[src/shared/ccrc_map.svh]
/*
 * Register offsets, field positions and reset values of the CRC engine.
 * Assumes a byte-addressed APB bus with one 32-bit word per register.
 */
`ifndef CCRC_MAP_SVH
`define CCRC_MAP_SVH

// Byte offsets on the APB bus.
`define CCRC_OFS_CTRL      8'h00
`define CCRC_OFS_LEN       8'h04
`define CCRC_OFS_WORD_HIGH 8'h08
`define CCRC_OFS_WORD_LOW  8'h0C
`define CCRC_OFS_ACC       8'h10
`define CCRC_OFS_TAPS      8'h14
`define CCRC_OFS_IRQ       8'h18

// Control register fields.
`define CCRC_CTRL_GO       0
`define CCRC_CTRL_AUGMENT  1
`define CCRC_CTRL_ORDER    2
`define CCRC_CTRL_BUSY     3
`define CCRC_CTRL_FULL     4

// Length register fields.
`define CCRC_LEN_WORD_LSB  0
`define CCRC_LEN_POLY_LSB  4

// Interrupt register fields.
`define CCRC_IRQ_FLAG      0
`define CCRC_IRQ_ENABLE    1

// Reset values.
`define CCRC_RST_ACC       16'h0000
`define CCRC_RST_TAPS      16'h0000
`define CCRC_RST_WORD_LEN  4'h0
`define CCRC_RST_POLY_LEN  4'h0

`endif

[src/shared/ccrc_pkg.sv]
/*
 * Types shared by the CRC engine and its bench.
 * Assumes the constants of ccrc_map.svh for offsets and fields.
 */
package ccrc_pkg;

	typedef enum logic [2:0] {
		CCRC_IDLE  = 3'b001,
		CCRC_SHIFT = 3'b010,
		CCRC_AUG   = 3'b100
	} ccrc_state_t;

	typedef struct packed {
		logic       go;
		logic       augment;
		logic       lsb_first;
		logic [3:0] word_len;
		logic [3:0] poly_len;
	} ccrc_cfg_t;

	typedef struct packed {
		logic        valid;
		logic [15:0] word;
	} ccrc_scan_t;

endpackage : ccrc_pkg

[src/design/ccrc_engine.sv]
/*
 * Configurable CRC engine with an APB register slave and a scanner input.
 * Assumes one clock, a synchronous active-high reset and a scanner that
 * runs on the same clock and holds its word until it is accepted.
 * A software byte write in the cycle that a scanner word is offered
 * takes the holding register; scan_ready stays low for that cycle.
 */
// Design decisions made here: the APB interface to the registers and the register offsets.
//
// Contract
// Accumulator and seed up to sixteen bits.
// Poly length code n-1 sizes accumulator.
// Top and bottom terms forced; tap bit0 zero.
// Taps give all middle polynomial terms.
// Word length code selects shifted bits.
// Bits above word length are ignored.
// XOR feedback shifter via staging shifter.
// Order clear: shift from word top bit.
// Order set: shift least significant first.
// Software seeds accumulator before starting.
// Low byte write latches and starts word.
// Accumulator holds check value when done.
// Augment appends poly-length zero bits.
// No augment: stop after last bit.
// Reversed order with augment gives reversed.
// Software un-reverses with four-step sequence.
// Busy falling sets done flag always.
// Only software clears the done flag.
// Enable bit gates done flag to irq.
// Sample 0x55667788 gives 0x32D6 or 0x6BA2.
// Words from software or from scanner.
// Software writes lengths minus one, two.
// No processing before start bit set.
// Full clears when next word accepted.
// Busy stays until check value valid.
// One bit per clock into accumulator.
// Feedback limited to polynomial length.
`timescale 1ns/1ps
`include "ccrc_map.svh"

module ccrc_engine (
	// Clock and reset.
	input  wire logic                ref_clk,
	input  wire logic                rst,
	// APB slave.
	input  wire logic                psel,
	input  wire logic                penable,
	input  wire logic                pwrite,
	input  wire logic [7:0]          paddr,
	input  wire logic [31:0]         pwdata,
	output logic      [31:0]         prdata,
	output logic                     pready,
	output logic                     pslverr,
	// Program memory scanner words.
	input  wire ccrc_pkg::ccrc_scan_t scan_in,
	output logic                     scan_ready,
	// Completion interrupt request.
	output logic                     irq
);

	////////////////////////////////////////////////////////////////////////
	// Functions.

	// Mask of the low bits up to and including position len.
	function automatic logic [15:0] low_mask(input logic [3:0] len);
		low_mask = 16'hFFFF >> (4'hF - len);
	endfunction : low_mask

	// One step of the division: bit b enters, the top bit feeds back.
	function automatic logic [15:0] crc_step(
		input logic [15:0] acc,
		input logic        b,
		input logic [3:0]  poly_length_code,
		input logic [15:0] taps
	);
		logic [15:0] mask;
		logic [15:0] nxt;
		mask = low_mask(poly_length_code);
		nxt  = {acc[14:0], b} & mask;
		if (acc[poly_length_code]) begin
			nxt = nxt ^ ((taps | 16'h0001) & mask);
		end
		crc_step = nxt;
	endfunction : crc_step

	// Register select, shared by the write strobes and the error decode.
	function automatic logic reg_hit(input logic [7:0] addr,
	                                 input logic [7:0] ofs);
		reg_hit = (addr == ofs);
	endfunction : reg_hit

	////////////////////////////////////////////////////////////////////////
	// Bus decode.

	logic                  wr_en;
	logic                  wr_ctrl;
	logic                  wr_len;
	logic                  wr_high;
	logic                  wr_low;
	logic                  wr_acc;
	logic                  wr_taps;
	logic                  wr_irq;
	logic                  mapped;

	assign wr_en   = psel & penable & pwrite;
	assign wr_ctrl = wr_en & reg_hit(paddr, `CCRC_OFS_CTRL);
	assign wr_len  = wr_en & reg_hit(paddr, `CCRC_OFS_LEN);
	assign wr_high = wr_en & reg_hit(paddr, `CCRC_OFS_WORD_HIGH);
	assign wr_low  = wr_en & reg_hit(paddr, `CCRC_OFS_WORD_LOW);
	assign wr_acc  = wr_en & reg_hit(paddr, `CCRC_OFS_ACC);
	assign wr_taps = wr_en & reg_hit(paddr, `CCRC_OFS_TAPS);
	assign wr_irq  = wr_en & reg_hit(paddr, `CCRC_OFS_IRQ);
	assign mapped  = reg_hit(paddr, `CCRC_OFS_CTRL) |
	                 reg_hit(paddr, `CCRC_OFS_LEN) |
	                 reg_hit(paddr, `CCRC_OFS_WORD_HIGH) |
	                 reg_hit(paddr, `CCRC_OFS_WORD_LOW) |
	                 reg_hit(paddr, `CCRC_OFS_ACC) |
	                 reg_hit(paddr, `CCRC_OFS_TAPS) |
	                 reg_hit(paddr, `CCRC_OFS_IRQ);

	// Every access completes in its first access cycle.
	assign pready = 1'b1;

	////////////////////////////////////////////////////////////////////////
	// State.

	ccrc_pkg::ccrc_cfg_t   cfg_q;
	ccrc_pkg::ccrc_state_t state_q;
	logic [15:0]           acc_q;
	logic [15:0]           taps_q;
	logic [15:0]           hold_q;
	logic                  full_q;
	logic [15:0]           shifter_q;
	logic [3:0]            cnt_q;
	logic                  aug_pend_q;
	logic                  busy;
	logic                  busy_q;
	logic                  done_q;
	logic                  ie_q;
	logic                  load;
	logic                  scan_take;
	logic                  data_bit;
	logic [15:0]           word_in;

	assign load       = (state_q == ccrc_pkg::CCRC_IDLE) & cfg_q.go &
	                    full_q;
	// A software byte write owns the holding register for that cycle, so
	// the scanner is told to hold rather than losing its word silently.
	assign scan_ready = cfg_q.go & ~full_q &
	                    ~(wr_low | wr_high);
	assign scan_take  = scan_in.valid & scan_ready;
	assign word_in    = hold_q & low_mask(cfg_q.word_len);
	assign data_bit   = cfg_q.lsb_first ? shifter_q[0]
	                                    : shifter_q[15];
	assign busy       = cfg_q.go & ((state_q != ccrc_pkg::CCRC_IDLE) |
	                    full_q | aug_pend_q);

	////////////////////////////////////////////////////////////////////////
	// Configuration registers.

	always_ff @(posedge ref_clk) begin
		if (rst) begin
			cfg_q.go        <= 1'b0;
			cfg_q.augment   <= 1'b0;
			cfg_q.lsb_first <= 1'b0;
			cfg_q.word_len  <= `CCRC_RST_WORD_LEN;
			cfg_q.poly_len  <= `CCRC_RST_POLY_LEN;
		end else begin
			if (wr_ctrl) begin
				cfg_q.go        <= pwdata[`CCRC_CTRL_GO];
				cfg_q.augment   <= pwdata[`CCRC_CTRL_AUGMENT];
				cfg_q.lsb_first <= pwdata[`CCRC_CTRL_ORDER];
			end
			if (wr_len) begin
				cfg_q.word_len <= pwdata[`CCRC_LEN_WORD_LSB +: 4];
				cfg_q.poly_len <= pwdata[`CCRC_LEN_POLY_LSB +: 4];
			end
		end
	end

	// Bit 0 is not stored, so it always reads back as zero.
	always_ff @(posedge ref_clk) begin
		if (rst) begin
			taps_q <= `CCRC_RST_TAPS;
		end else if (wr_taps) begin
			taps_q <= {pwdata[15:1], 1'b0};
		end
	end

	////////////////////////////////////////////////////////////////////////
	// Input word registers.

	// A low-byte write while a word waits replaces that word's low byte.
	always_ff @(posedge ref_clk) begin
		if (rst) begin
			hold_q <= 16'h0000;
		end else if (wr_low) begin
			hold_q[7:0] <= pwdata[7:0];
		end else if (wr_high) begin
			hold_q[15:8] <= pwdata[7:0];
		end else if (scan_take) begin
			hold_q <= scan_in.word;
		end
	end

	always_ff @(posedge ref_clk) begin
		if (rst) begin
			full_q <= 1'b0;
		end else if (wr_low | scan_take) begin
			full_q <= 1'b1;
		end else if (load) begin
			full_q <= 1'b0;
		end
	end

	////////////////////////////////////////////////////////////////////////
	// Shift sequencer.

	always_ff @(posedge ref_clk) begin
		if (rst) begin
			state_q    <= ccrc_pkg::CCRC_IDLE;
			cnt_q      <= 4'h0;
			aug_pend_q <= 1'b0;
		end else if (!cfg_q.go) begin
			state_q    <= ccrc_pkg::CCRC_IDLE;
			aug_pend_q <= 1'b0;
		end else begin
			unique case (state_q)
				ccrc_pkg::CCRC_IDLE: begin
					if (load) begin
						cnt_q      <= cfg_q.word_len;
						aug_pend_q <= cfg_q.augment;
						state_q    <= ccrc_pkg::CCRC_SHIFT;
					end else if (aug_pend_q) begin
						cnt_q   <= cfg_q.poly_len;
						state_q <= ccrc_pkg::CCRC_AUG;
					end
				end
				ccrc_pkg::CCRC_SHIFT: begin
					cnt_q <= cnt_q - 4'h1;
					if (cnt_q == 4'h0) begin
						state_q <= ccrc_pkg::CCRC_IDLE;
					end
				end
				ccrc_pkg::CCRC_AUG: begin
					cnt_q <= cnt_q - 4'h1;
					if (cnt_q == 4'h0) begin
						aug_pend_q <= 1'b0;
						state_q    <= ccrc_pkg::CCRC_IDLE;
					end
				end
				default: begin
					state_q <= ccrc_pkg::CCRC_IDLE;
				end
			endcase
		end
	end

	// Left-align so bit 15 is the top data bit; a word shifted LSb first
	// needs no alignment because its first bit already sits at bit 0.
	always_ff @(posedge ref_clk) begin
		if (rst) begin
			shifter_q <= 16'h0000;
		end else if (load) begin
			shifter_q <= cfg_q.lsb_first ? word_in
			             : word_in << (4'hF - cfg_q.word_len);
		end else if (cfg_q.go && state_q == ccrc_pkg::CCRC_SHIFT) begin
			shifter_q <= cfg_q.lsb_first ? {1'b0, shifter_q[15:1]}
			                             : {shifter_q[14:0], 1'b0};
		end
	end

	////////////////////////////////////////////////////////////////////////
	// Accumulator.

	// A software write wins over a shift in the same cycle, so a seed
	// written mid-word takes effect and that bit's step is dropped.
	always_ff @(posedge ref_clk) begin
		if (rst) begin
			acc_q <= `CCRC_RST_ACC;
		end else if (wr_acc) begin
			acc_q <= pwdata[15:0];
		end else if (cfg_q.go && state_q == ccrc_pkg::CCRC_SHIFT) begin
			acc_q <= crc_step(acc_q, data_bit, cfg_q.poly_len,
			                  taps_q);
		end else if (cfg_q.go && state_q == ccrc_pkg::CCRC_AUG) begin
			acc_q <= crc_step(acc_q, 1'b0, cfg_q.poly_len,
			                  taps_q);
		end
	end

	////////////////////////////////////////////////////////////////////////
	// Completion flag.

	always_ff @(posedge ref_clk) begin
		if (rst) begin
			busy_q <= 1'b0;
		end else begin
			busy_q <= busy;
		end
	end

	// The set term comes first so a clear in the same cycle cannot lose it.
	always_ff @(posedge ref_clk) begin
		if (rst) begin
			done_q <= 1'b0;
		end else if (busy_q && !busy) begin
			done_q <= 1'b1;
		end else if (wr_irq && pwdata[`CCRC_IRQ_FLAG]) begin
			done_q <= 1'b0;
		end
	end

	always_ff @(posedge ref_clk) begin
		if (rst) begin
			ie_q <= 1'b0;
		end else if (wr_irq) begin
			ie_q <= pwdata[`CCRC_IRQ_ENABLE];
		end
	end

	assign irq = done_q & ie_q;

	////////////////////////////////////////////////////////////////////////
	// Read path, captured in the setup cycle.

	// The error is judged in the setup cycle and stands through access.
	always_ff @(posedge ref_clk) begin
		if (rst) begin
			pslverr <= 1'b0;
		end else if (psel && !penable) begin
			pslverr <= ~mapped;
		end
	end

	always_ff @(posedge ref_clk) begin
		if (rst) begin
			prdata <= 32'h0000_0000;
		end else if (psel && !penable) begin
			prdata <= 32'h0000_0000;
			if (!pwrite) begin
				unique case (paddr)
					`CCRC_OFS_CTRL: begin
						prdata[`CCRC_CTRL_GO]      <= cfg_q.go;
						prdata[`CCRC_CTRL_AUGMENT] <= cfg_q.augment;
						prdata[`CCRC_CTRL_ORDER]   <= cfg_q.lsb_first;
						prdata[`CCRC_CTRL_BUSY]    <= busy;
						prdata[`CCRC_CTRL_FULL]    <= full_q;
					end
					`CCRC_OFS_LEN: begin
						prdata[`CCRC_LEN_WORD_LSB +: 4] <= cfg_q.word_len;
						prdata[`CCRC_LEN_POLY_LSB +: 4] <= cfg_q.poly_len;
					end
					`CCRC_OFS_WORD_HIGH: begin
						prdata[7:0] <= hold_q[15:8];
					end
					`CCRC_OFS_WORD_LOW: begin
						prdata[7:0] <= hold_q[7:0];
					end
					`CCRC_OFS_ACC: begin
						prdata[15:0] <= acc_q;
					end
					`CCRC_OFS_TAPS: begin
						prdata[15:0] <= taps_q;
					end
					`CCRC_OFS_IRQ: begin
						prdata[`CCRC_IRQ_FLAG]   <= done_q;
						prdata[`CCRC_IRQ_ENABLE] <= ie_q;
					end
					default: begin
						prdata <= 32'h0000_0000;
					end
				endcase
			end
		end
	end

endmodule : ccrc_engine

[config.mk]
export PLATFORM = sky130hd
export DESIGN_NAME = ccrc_engine
export DESIGN_NICKNAME = d
export VERILOG_FILES = /design/src/shared/ccrc_pkg.sv /design/src/design/ccrc_engine.sv
export VERILOG_INCLUDE_DIRS = /design/src /design/src/shared
export SDC_FILE = /design/constraint.sdc
export NUM_CORES = 1
export LEC_CHECK = 0
export ABC_AREA = 1
export BUFFER_PORTS_ARGS = -buffer_cell sky130_fd_sc_hd__buf_2
export CAP_MARGIN = 5
export CORE_AREA = 2 2 121 123
export DETAILED_ROUTE_END_ITERATION = 10
export DIE_AREA = 0 0 123 125
export GPL_TIMING_DRIVEN = 0
export PLACE_DENSITY_LB_ADDON = 0.15
export RECOVER_POWER = 50
export SYNTH_ARGS = -nofsm -noshare
export SYNTH_HDL_FRONTEND = slang
export SYNTH_SLANG_ARGS = --single-unit
export TNS_END_PERCENT = 50
[constraint.sdc]
create_clock -name ref_clk -period 2 [get_ports ref_clk]
set_clock_uncertainty 0.1 [all_clocks]
set_input_delay 0.1 -clock ref_clk [delete_from_list [all_inputs] [get_ports ref_clk]]
set_output_delay 0.1 -clock ref_clk [all_outputs]
set_load 0.05 [all_outputs]
# After elaboration in Yosys (flattened, before gate mapping)
# Index checks and enable logic that the tools add are counted.
# Widths: inputs -> output; s select.
# op_classes
addsub,3
magnitude_cmp,1
eq_ne,15
shifts,3
mux,35
n_bitwise,37
reduce_logical,24
# op_table
cell,count
$mux 16,11
$and 16x16->16,4
$shr 16x4->16 const A,2
$xor 16x16->16,2
$eq 8x5->1 const B,3
$mux 8,3
$pmux 3 s6,1
$and 1x1->1,16
$eq 8x4->1 const B,2
$pmux 8 s2,1
$shl 16x4->16,1
$pmux 3 s5,1
$pmux 2 s7,1
$reduce_bool 2->1,7
$or 1x1->1,10
$mux 3,3
$eq 8x3->1 const B,1
$logic_not 8->1,1
$mux 1,8
$mux 4,2
$pmux 4 s2,1
$sub 4x4->4 const A,2
$pmux 3 s2,1
$reduce_and 2->1,3
other kinds (18),31
# totals
regBits,119
inputBits,62
out_inout_bits,36
word_cells,137

# Depth between registers and ports, before layout
# Gate-level depths: netlist (run 1).
# depth
ltp_word,10
depth_mapped,13
mapped_depth_nobuf,13

# Least setup slack after synthesis (run 1)
# Ideal clock, no wire load.
# synth_path
kind,register to register
startpoint,register cfg_q[10] in the netlist's numbering
endpoint,register hold_q[4]
setup_ns,0.116
arrival_time_ns,2.016
t_required_ns,1.784
path_slack_ns,-0.232
path_stages_with_launch,11
path_buffers,1
period_less_slack_ns,2.232
cell_sequence,dfxtp_1 clkbuf_2 inv_1 nor2_1 nand2_1 nor2_1 nand2_1 nand2_2 clkinv_2 nor2_1 nor2_1
# synth_via
elab_chain_len,5
# synth_lines
item,line,rtl
from (decl),ccrc_engine.sv:127,ccrc_pkg::ccrc_cfg_t cfg_q;
$and 1x1->1 (2 in a row),ccrc_engine.sv:149,assign scan_ready = cfg_q.go & ~full_q &
named net scan_ready,ccrc_engine.sv:56,"output logic scan_ready,"
$and 1x1->1,ccrc_engine.sv:151,assign scan_take = scan_in.valid & scan_ready;
$reduce_bool 2->1 (no source line),n/a,
$reduce_and 2->1 (no source line),n/a,
to (signal assigned),ccrc_engine.sv:198,hold_q[7:0] <= pwdata[7:0];
to (signal assigned),ccrc_engine.sv:202,hold_q <= scan_in.word;
to (decl),ccrc_engine.sv:131,logic [15:0] hold_q;
# The timed path passes the listed nets, and every way through them passes these cells.
# A chain may end at the register's enable or synchronous reset.

# Worst setup path after layout (run 1)
# layout_path
startpoint,register cfg_q[6] in the netlist's numbering
endpoint,register shifter_q[11]
# layout_via
elab_chain_len,6
# layout_lines
item,line,rtl
$sub 4x4->4 (*),"ccrc_engine.sv:66, ccrc_engine.sv:266",
$shr 16x4->16,ccrc_engine.sv:66,low_mask = 16'hFFFF >> (4'hF - len);
$and 16x16->16,ccrc_engine.sv:152,assign word_in = hold_q & low_mask(cfg_q.word_len);
$shl 16x4->16,ccrc_engine.sv:266,: word_in << (4'hF - cfg_q.word_len);
$mux 16 (*),ccrc_engine.sv:265,shifter_q <= cfg_q.lsb_first ? word_in
$mux 16 (*),ccrc_engine.sv:264,end else if (load) begin
to (signal assigned),ccrc_engine.sv:265,
to (signal assigned),ccrc_engine.sv:268,"shifter_q <= cfg_q.lsb_first ? {1'b0, shifter_q[15:1]}"
to (decl),ccrc_engine.sv:133,logic [15:0] shifter_q;
# Every way passes the cells marked *; elsewhere a longest branch is shown, timed or not.

==> results_dict.tcl, run 1 <==
set metrics [dict create \
    rows 44 \
    yosys.area.top_type_share_pct 31.3 \
    start_kind "flop" \
    dieArea_um2 15400 \
    required_ns 2.21 \
    vias 7614 \
    antenna_found_initial 0 \
    start_util_pct 46.3 \
    nets 1217 \
    synth_xor_area_share_pct 0.665 \
    synth_compound_gate_area_share_pct 23.8 \
    grt_max_degree 17 \
    finalWeightedCongestion 0.980 \
    leakagePower_uw 0.00314 \
    synth-edff-count 0 \
    yosysSeqAreaShare_pct 31.3 \
    grt_pass1_vias 7081 \
    worst-setup-path-type "reg -> reg" \
    io_buffers 64 \
    drt_first_pass_iters 5 \
    end_kind "flop" \
    fin_area_um2 7750 \
    grt_usage_pct 31.9 \
    synth_fa_ha_area_share_pct 0.190 \
    grt_overflow 0 \
    holdWs_ns 0.00697 \
    netlist_area_um2 6580 \
    areaGrowthSynthToFinish_pct 17.7 \
    synth_ff_type "dfxtp_1" \
    htreeDepth 3 \
    min_path_type "in -> reg" \
    period_share_pct 98.2 \
    arrival_ns 2.17 \
    synth-simple-area-share_pct 30.8 \
    viasPerCell 5.67 \
    synthMuxAreaShare_pct 0 \
    worst_slew_pin_slew_ns 0.699 \
    ioPinCount 98 \
    synth_cell_types 44 \
    slew_viol_final 0 \
    max_cap_violations 0 \
    routedWlPerCell_um 18.2 \
    worstSkewPairLatency_ns 0.36 \
    synth-seq-cells 103 \
    hold_depth 5 \
    synth_top_family_by_area "simple AND/OR/NAND/NOR gates" \
    crit_fanout 10 \
    cts_tree "done" \
    drc 0 \
    syn_inst 1044 \
    drive_gt1_share_pct 13.8 \
    grt_pass1_wl_um 37900 \
    fin_crit_ns 1.96 \
    finalHoldViolations 0 \
    drt-initial-drc-count 827 \
    yosysTopAreaCell "dfxtp_1" \
    clock.fmax_ghz 0.509 \
    die_w_um 123 \
    ir_drop_mv 0.408 \
    core_area_um2 14200 \
    ys_async_sr_fraction_pct 0 \
    slew_headroom_pct 53.4 \
    finalSetupViolCount 0 \
    power_density_nw_per_um2 553 \
    cts-buffers-inserted 9 \
    reg2reg_depth 8 \
    wl_um 24400 \
    fp.dieH_um 125 \
    clock-sinks 103 \
    clk_pin_slew_worst_paths_ns 0.07 \
    place_area_um2 7190 \
    yosys-top-cells-count "225 x nand2_1, 111 x inv_1, 111 x o21ai_0, 107 x a21oi_1, 106 x nand3_1" \
    outcome "completed" \
    syn_area_per_cell_um2 6.30 \
    rsz0062_at_grt "true" \
    clk_path_buf_depth 2 \
    diodes 0 \
    post-dp-hpwl_um 18500 \
    antenna_left 0 \
    ys_warn_count 0 \
    synth_area_leaders "dfxtp_1 31%, nand2_1 13%, o21ai_0 8.4%" \
    synth_most_common_cell "nand2_1" \
    cts_root_buffer "clkbuf_16" \
]
-- area by class of cell --
cell class,count,area [µm²]
Fill cell,1537,6450
Tap cell,184,230
Timing Repair Buffer,86,510
Buffer,72,409
Clock buffer,12,267
Multi-Input combinational cell,761,3760
Sequential cell,103,2070
Inverter,121,457
Clock inverter,3,50.0
-- placed cells by master, fill, tap and decap left out, drive strengths merged, types with 2 or more instances in the layout --
master / n
a211oi: 2
a21oi: 110
a31oi: 7
a41oi: 2
buf: 84
clkbuf: 66
clkinv: 5
conb: 17
dfxtp: 103
dlygate4sd3: 20
inv: 118
nand2: 234
nand3: 110
nand3b: 2
nand4: 28
nor2: 72
nor3: 5
o211ai: 8
o21ai: 122
o221ai: 5
o22ai: 26
or2: 2
xnor2: 3
xor2: 2
-- flip-flops by register name (all words and copies together) (netlist names) --
signal	cells
acc_q	16
aug_pend_q	1
busy_q	1
cfg_q	11
cnt_q	4
done_q	1
full_q	1
hold_q	16
ie_q	1
prdata	16
pslverr	1
shifter_q	16
state_q	3
taps_q	15
-- critical path, cell delays in order, from the launching register on --
cell and delay (ns):
dfxtp_2 0.38, clkbuf_2 0.27, clkbuf_1 0.54, nand3_1 0.18
nand2_1 0.15, nand2_1 0.06, nand4_1 0.11, nand2_1 0.06
inv_1 0.05
-- path summary, 6_finish.rpt --
path | startpoint | to | slack [ns]
setup / recovery | cfg_q[6]$_SDFFE_PP0P_ | shifter_q[11]$_SDFFE_PP0P_ | 0.04
hold / removal | scan_in[1] | hold_q[1]$_SDFFE_PP0P_ | 0.007
setup reg to reg | cfg_q[6]$_SDFFE_PP0P_ | shifter_q[11]$_SDFFE_PP0P_ | 0.04
hold reg to reg | busy_q$_SDFF_PP0_ | done_q$_SDFFE_PP0P_ | 0.35
-- per-stage QoR --
stage / setup slack [ns] / std cells / power [µW] / util (%) / setup TNS [ns]
after CTS: 0.0131 / 1342 / 4300 / 54.5 / 0
after global routing: -0.0202 / 1342 / 4420 / 54.6 / -0.0531
after detailed placement: -0.118 / 1307 / 2400 / 50.6 / -0.418
after floorplan: 0.0148 / 1059 / 2290 / - / 0
final: 0.0366 / 1342 / 4290 / 54.6 / 0
after global placement: -0.126 / 1307 / 2400 / 50.6 / -0.508
-- power by group --
part	internal, µW	leakage (µW)	total (µW)	switching (µW)
Clock	1080	0.000157	1900	825
Sequential	2050	0.000831	2050	1.62
Combinational	109	0.00215	331	222
-- cells by family (layout without fill, tap and decap cells) --
group                      count (synthesis)  in the layout
and+or+nand+nor                          453            453
AOI/OAI and AO/OA                        285            285
buffers and inverters                    195            294
DFF                                      103            103
xor gates and xnor gates                   5              5
other                                      2             17
adders and majority gates                  1              1
-- layer usage --
metal / track usage (%) / routed length, µm / vias up
li1: - / - / 3699
met5: 0 / 0 / -
met3: 5.11 / 1750 / 63
met4: 13.2 / 916 / 0
met2: 53.8 / 12000 / 312
met1: 40.3 / 9750 / 3540
-- timing repair --
action                                  CTS  global route
endpoints found under the setup margin   11            37
pin swaps                                 0             2
buffers inserted                          0             2
gates resized for setup                  10            31
hold buffers                             20             0
hold endpoints to repair                 25             0
Power figures use the tool's default switching activity.
==> inputs of run 2 (changes only) <==
- ABC_AREA: 1 -> 0
- CORE_AREA: 2 2 121 123 -> 4 4 121 123
- DIE_AREA: 0 0 123 125 -> 0 0 125 127
==> run 2 against run 1 <==
  * The flow now finishes with violations (negative setup slack)
  * Sequential power about the same
  * Combinational power is 5% higher
  * Via count decreased by 9.1%
  * Flip-flop and latch count stayed put
  * Worst setup slack got worse by 0.66 ns
  * Maximum frequency decreased by 25%
  * Design area is 2.5% higher
  * Clock power increased by 2%
  * Count of clock-buffer cells in the layout is 2 lower
  * Non-clock buffer count rose by 27
  * First-iteration DRC count fell by 7.4%
  * Wire length decreased by 1.7%
  * Critical path type unchanged
  * Largest power group unchanged
==> results_dict.tcl, run 2 <==
set metrics [dict create \
    outcome "finished, violations left" \
    violations "negative setup slack" \
    fin_util_pct 58.1 \
    htreeDepth 3 \
    yosys.area.top_type_share_pct 32.0 \
    slew_headroom_pct 48.8 \
    synth_fa_ha_area_share_pct 0.194 \
    max_cap_violations 0 \
    layout.cells.non_filler 1108 \
    areaGrowthSynthToFinish_pct 23.2 \
    end_kind "flop" \
    synthMuxAreaShare_pct 15.0 \
    synth_top_family_by_area "compound AO/OA/AOI/OAI gates" \
    power_density_nw_per_um2 546 \
    grt_overflow 0 \
    synth_most_common_cell "dfxtp_1" \
    p_comb_share_pct 8.0 \
    ys_warn_count 0 \
    yosysTopAreaCell "dfxtp_1" \
    switchingPower_uw 1060 \
    grt_usage_pct 29.6 \
    clk_path_buf_depth 2 \
    slew_viol_final 0 \
    die_w_um 125 \
    p_int_uw 3280 \
    fin_ws_ns -0.627 \
    clock.fmax_ghz 0.381 \
    ys_async_sr_fraction_pct 0 \
    fin_crit_ns 2.63 \
    dieArea_um2 15900 \
    diodes 0 \
    grt_pass1_vias 6803 \
    cts_tree "done" \
    syn_area_per_cell_um2 8.09 \
    leakagePower_uw 0.00272 \
    finalHoldViolations 0 \
    start_util_pct 47.2 \
    synth_ff_type "dfxtp_1" \
    nFillCells 1319 \
    fp.dieH_um 127 \
    drt_first_pass_iters 6 \
    min_path_type "in -> reg" \
    synth_area_leaders "dfxtp_1 32%, mux2i_1 8.2%, nand2_1 5.2%" \
    final_cell_mix "96 x dfxtp_1, 81 x nor2_1, 78 x nand2_1" \
    core_area_um2 13700 \
    p_seq_share_pct 47.3 \
    syn_inst 797 \
    worstReg2RegStart "cfg_q[2]$_SDFFE_PP0P_" \
    post-dp-hpwl_um 17000 \
    finalWeightedCongestion 0.986 \
    rsz0062_at_grt "true" \
    mostFrequentLayoutCell "dfxtp_1" \
    arrival_ns 2.81 \
    nets 986 \
    yosysSeqAreaShare_pct 32.0 \
    synth-simple-area-share_pct 20.7 \
    synth_compound_gate_area_share_pct 22.3 \
    grt_max_degree 18 \
    finalSetupViolCount 50 \
    hp-start "scan_in[14]" \
    swShare_pct 24.4 \
    antenna_found_initial 1 \
    wl_um 24000 \
    synth-seq-cells 103 \
    grt_pass1_wl_um 37500 \
    synth_cell_types 63 \
    cts-buffers-inserted 9 \
    worstSkewPairLatency_ns 0.36 \
    yosys-top-cells-count "103 x dfxtp_1, 90 x nand2_1, 84 x nor2_1, 53 x a21oi_1, 53 x mux2i_1" \
    clkPwrFrac_pct 44.7 \
    vias 6924 \
    start_kind "flop" \
    drt-initial-drc-count 766 \
    dp_cells 1055 \
    required_ns 2.18 \
    startpoint "cfg_q[2]$_SDFFE_PP0P_" \
    viasPerCell 6.25 \
    drc 0 \
    synth_xor_area_share_pct 2.31 \
    period_share_pct 131 \
    worst-setup-path-type "reg -> reg" \
    routedWlPerCell_um 21.7 \
    netlist_area_um2 6440 \
    clk_pin_slew_worst_paths_ns 0.08 \
    io_buffers 63 \
    cts_root_buffer "clkbuf_16" \
    total_power_uw 4340 \
    ioPinCount 98 \
    worst_slew_pin_slew_ns 0.761 \
    rows 43 \
    ir_drop_mv 0.565 \
    synth-edff-count 0 \
    drive_gt1_share_pct 21.2 \
    crit_fanout 7 \
    antenna_left 0 \
    clock-sinks 103 \
]
==> run 2: changes by cell type in the layout (fill, tap and decap cells not counted), moves of 19 or more <==
cell / previous run / this run
a211oi_1: 2 / 21
a21oi_1: 101 / 53
inv_1: 111 / 12
mux2i_1: 0 / 52
nand2_1: 226 / 78
nand3_1: 107 / 37
nand4_1: 28 / 2
nor2_1: 62 / 81
o21ai_0: 108 / 35
o22ai_1: 26 / 1
==> run 2: timing repair <==
item / CTS / global route
hold buffers: 30 / 0
setup endpoints to repair: 61 / 64
resized for setup: 55 / 51
cloned: 0 / 0
endpoints found under the hold margin: 52 / 0
buffers inserted: 7 / 3
pin swaps: 12 / 19
==> run 2: cell type report <==
class	count	area (µm²)	area share [%]
Clock inverter	6	90.1	1.13
Clock buffer	10	229	2.88
Timing Repair Buffer	103	666	8.38
Multi-Input combinational cell	611	4120	51.9
Inverter	13	52.6	0.662
Sequential cell	103	2070	26.1
Buffer	82	483	6.08
Tap cell	180	225	2.84
==> run 2: cells by family (layout without fill, tap and decap cells) <==
logic type,after synthesis,after routing
xor+xnor,17,17
other cells,2,17
buf+inv,98,214
mux,80,80
compound gates,214,214
fa+ha+maj,1,1
flops,103,103
simple gates,282,282
==> run 2: per-layer routing <==
| metal | track usage, % | wire length [µm] | share of wire (%) | vias up |
|---|---|---|---|---|
| met4 | 15.1 | 1290 | 5.4 | 2 |
| li1 | - | - | - | 3138 |
| met2 | 51.1 | 11700 | 49 | 392 |
| met1 | 35.5 | 9350 | 39 | 3287 |
| met3 | 5.52 | 1690 | 7.0 | 105 |
| met5 | 0 | 11 | 0.046 | - |
==> run 2: power groups by stage <==
stage / clock network [µW] / registers (µW) / logic (µW)
after floorplan: 0 / 2100 / 178
after global placement: 0 / 2100 / 286
after global routing: 2040 / 2050 / 367
after detailed placement: 0 / 2100 / 290
final: 1940 / 2050 / 346
after CTS: 1960 / 2050 / 337
==> run 2: critical path: stages, from the launching register on <==
cell and delay [ns]:
dfxtp_2 0.34, buf_6 0.13, mux4_2 0.51, mux4_2 0.59
buf_8 0.19, nand2_2 0.07, xor2_1 0.05, or4_1 0.42
a31oi_1 0.14
==> run 2: path summary, 6_finish.rpt <==
| path | end | slack, ns | depth (start not counted) |
|---|---|---|---|
| worst max-delay path | acc_q[9]$_SDFFE_PP0P_ | -0.63 | 8 |
| worst max register to register | acc_q[9]$_SDFFE_PP0P_ | -0.63 | 8 |
| worst min register to register | prdata[6]$_SDFFE_PP0P_ | 0.37 | 2 |
| worst min-delay path | hold_q[14]$_SDFFE_PP0P_ | 0.003 | 3 |
==> run 2: metrics by stage <==
step	area, µm²	setup WS [ns]	setup TNS [ns]	hold WS, ns
floorplan	6510	-0.408	-4.54	0.140
global placement	7050	-0.669	-33.53	0.255
detailed placement	7050	-0.734	-35.60	0.256
CTS	7860	-0.614	-8.45	0.000514
global route	7940	-0.685	-18.83	0.00963
finish	7940	-0.627	-13.89	0.00254
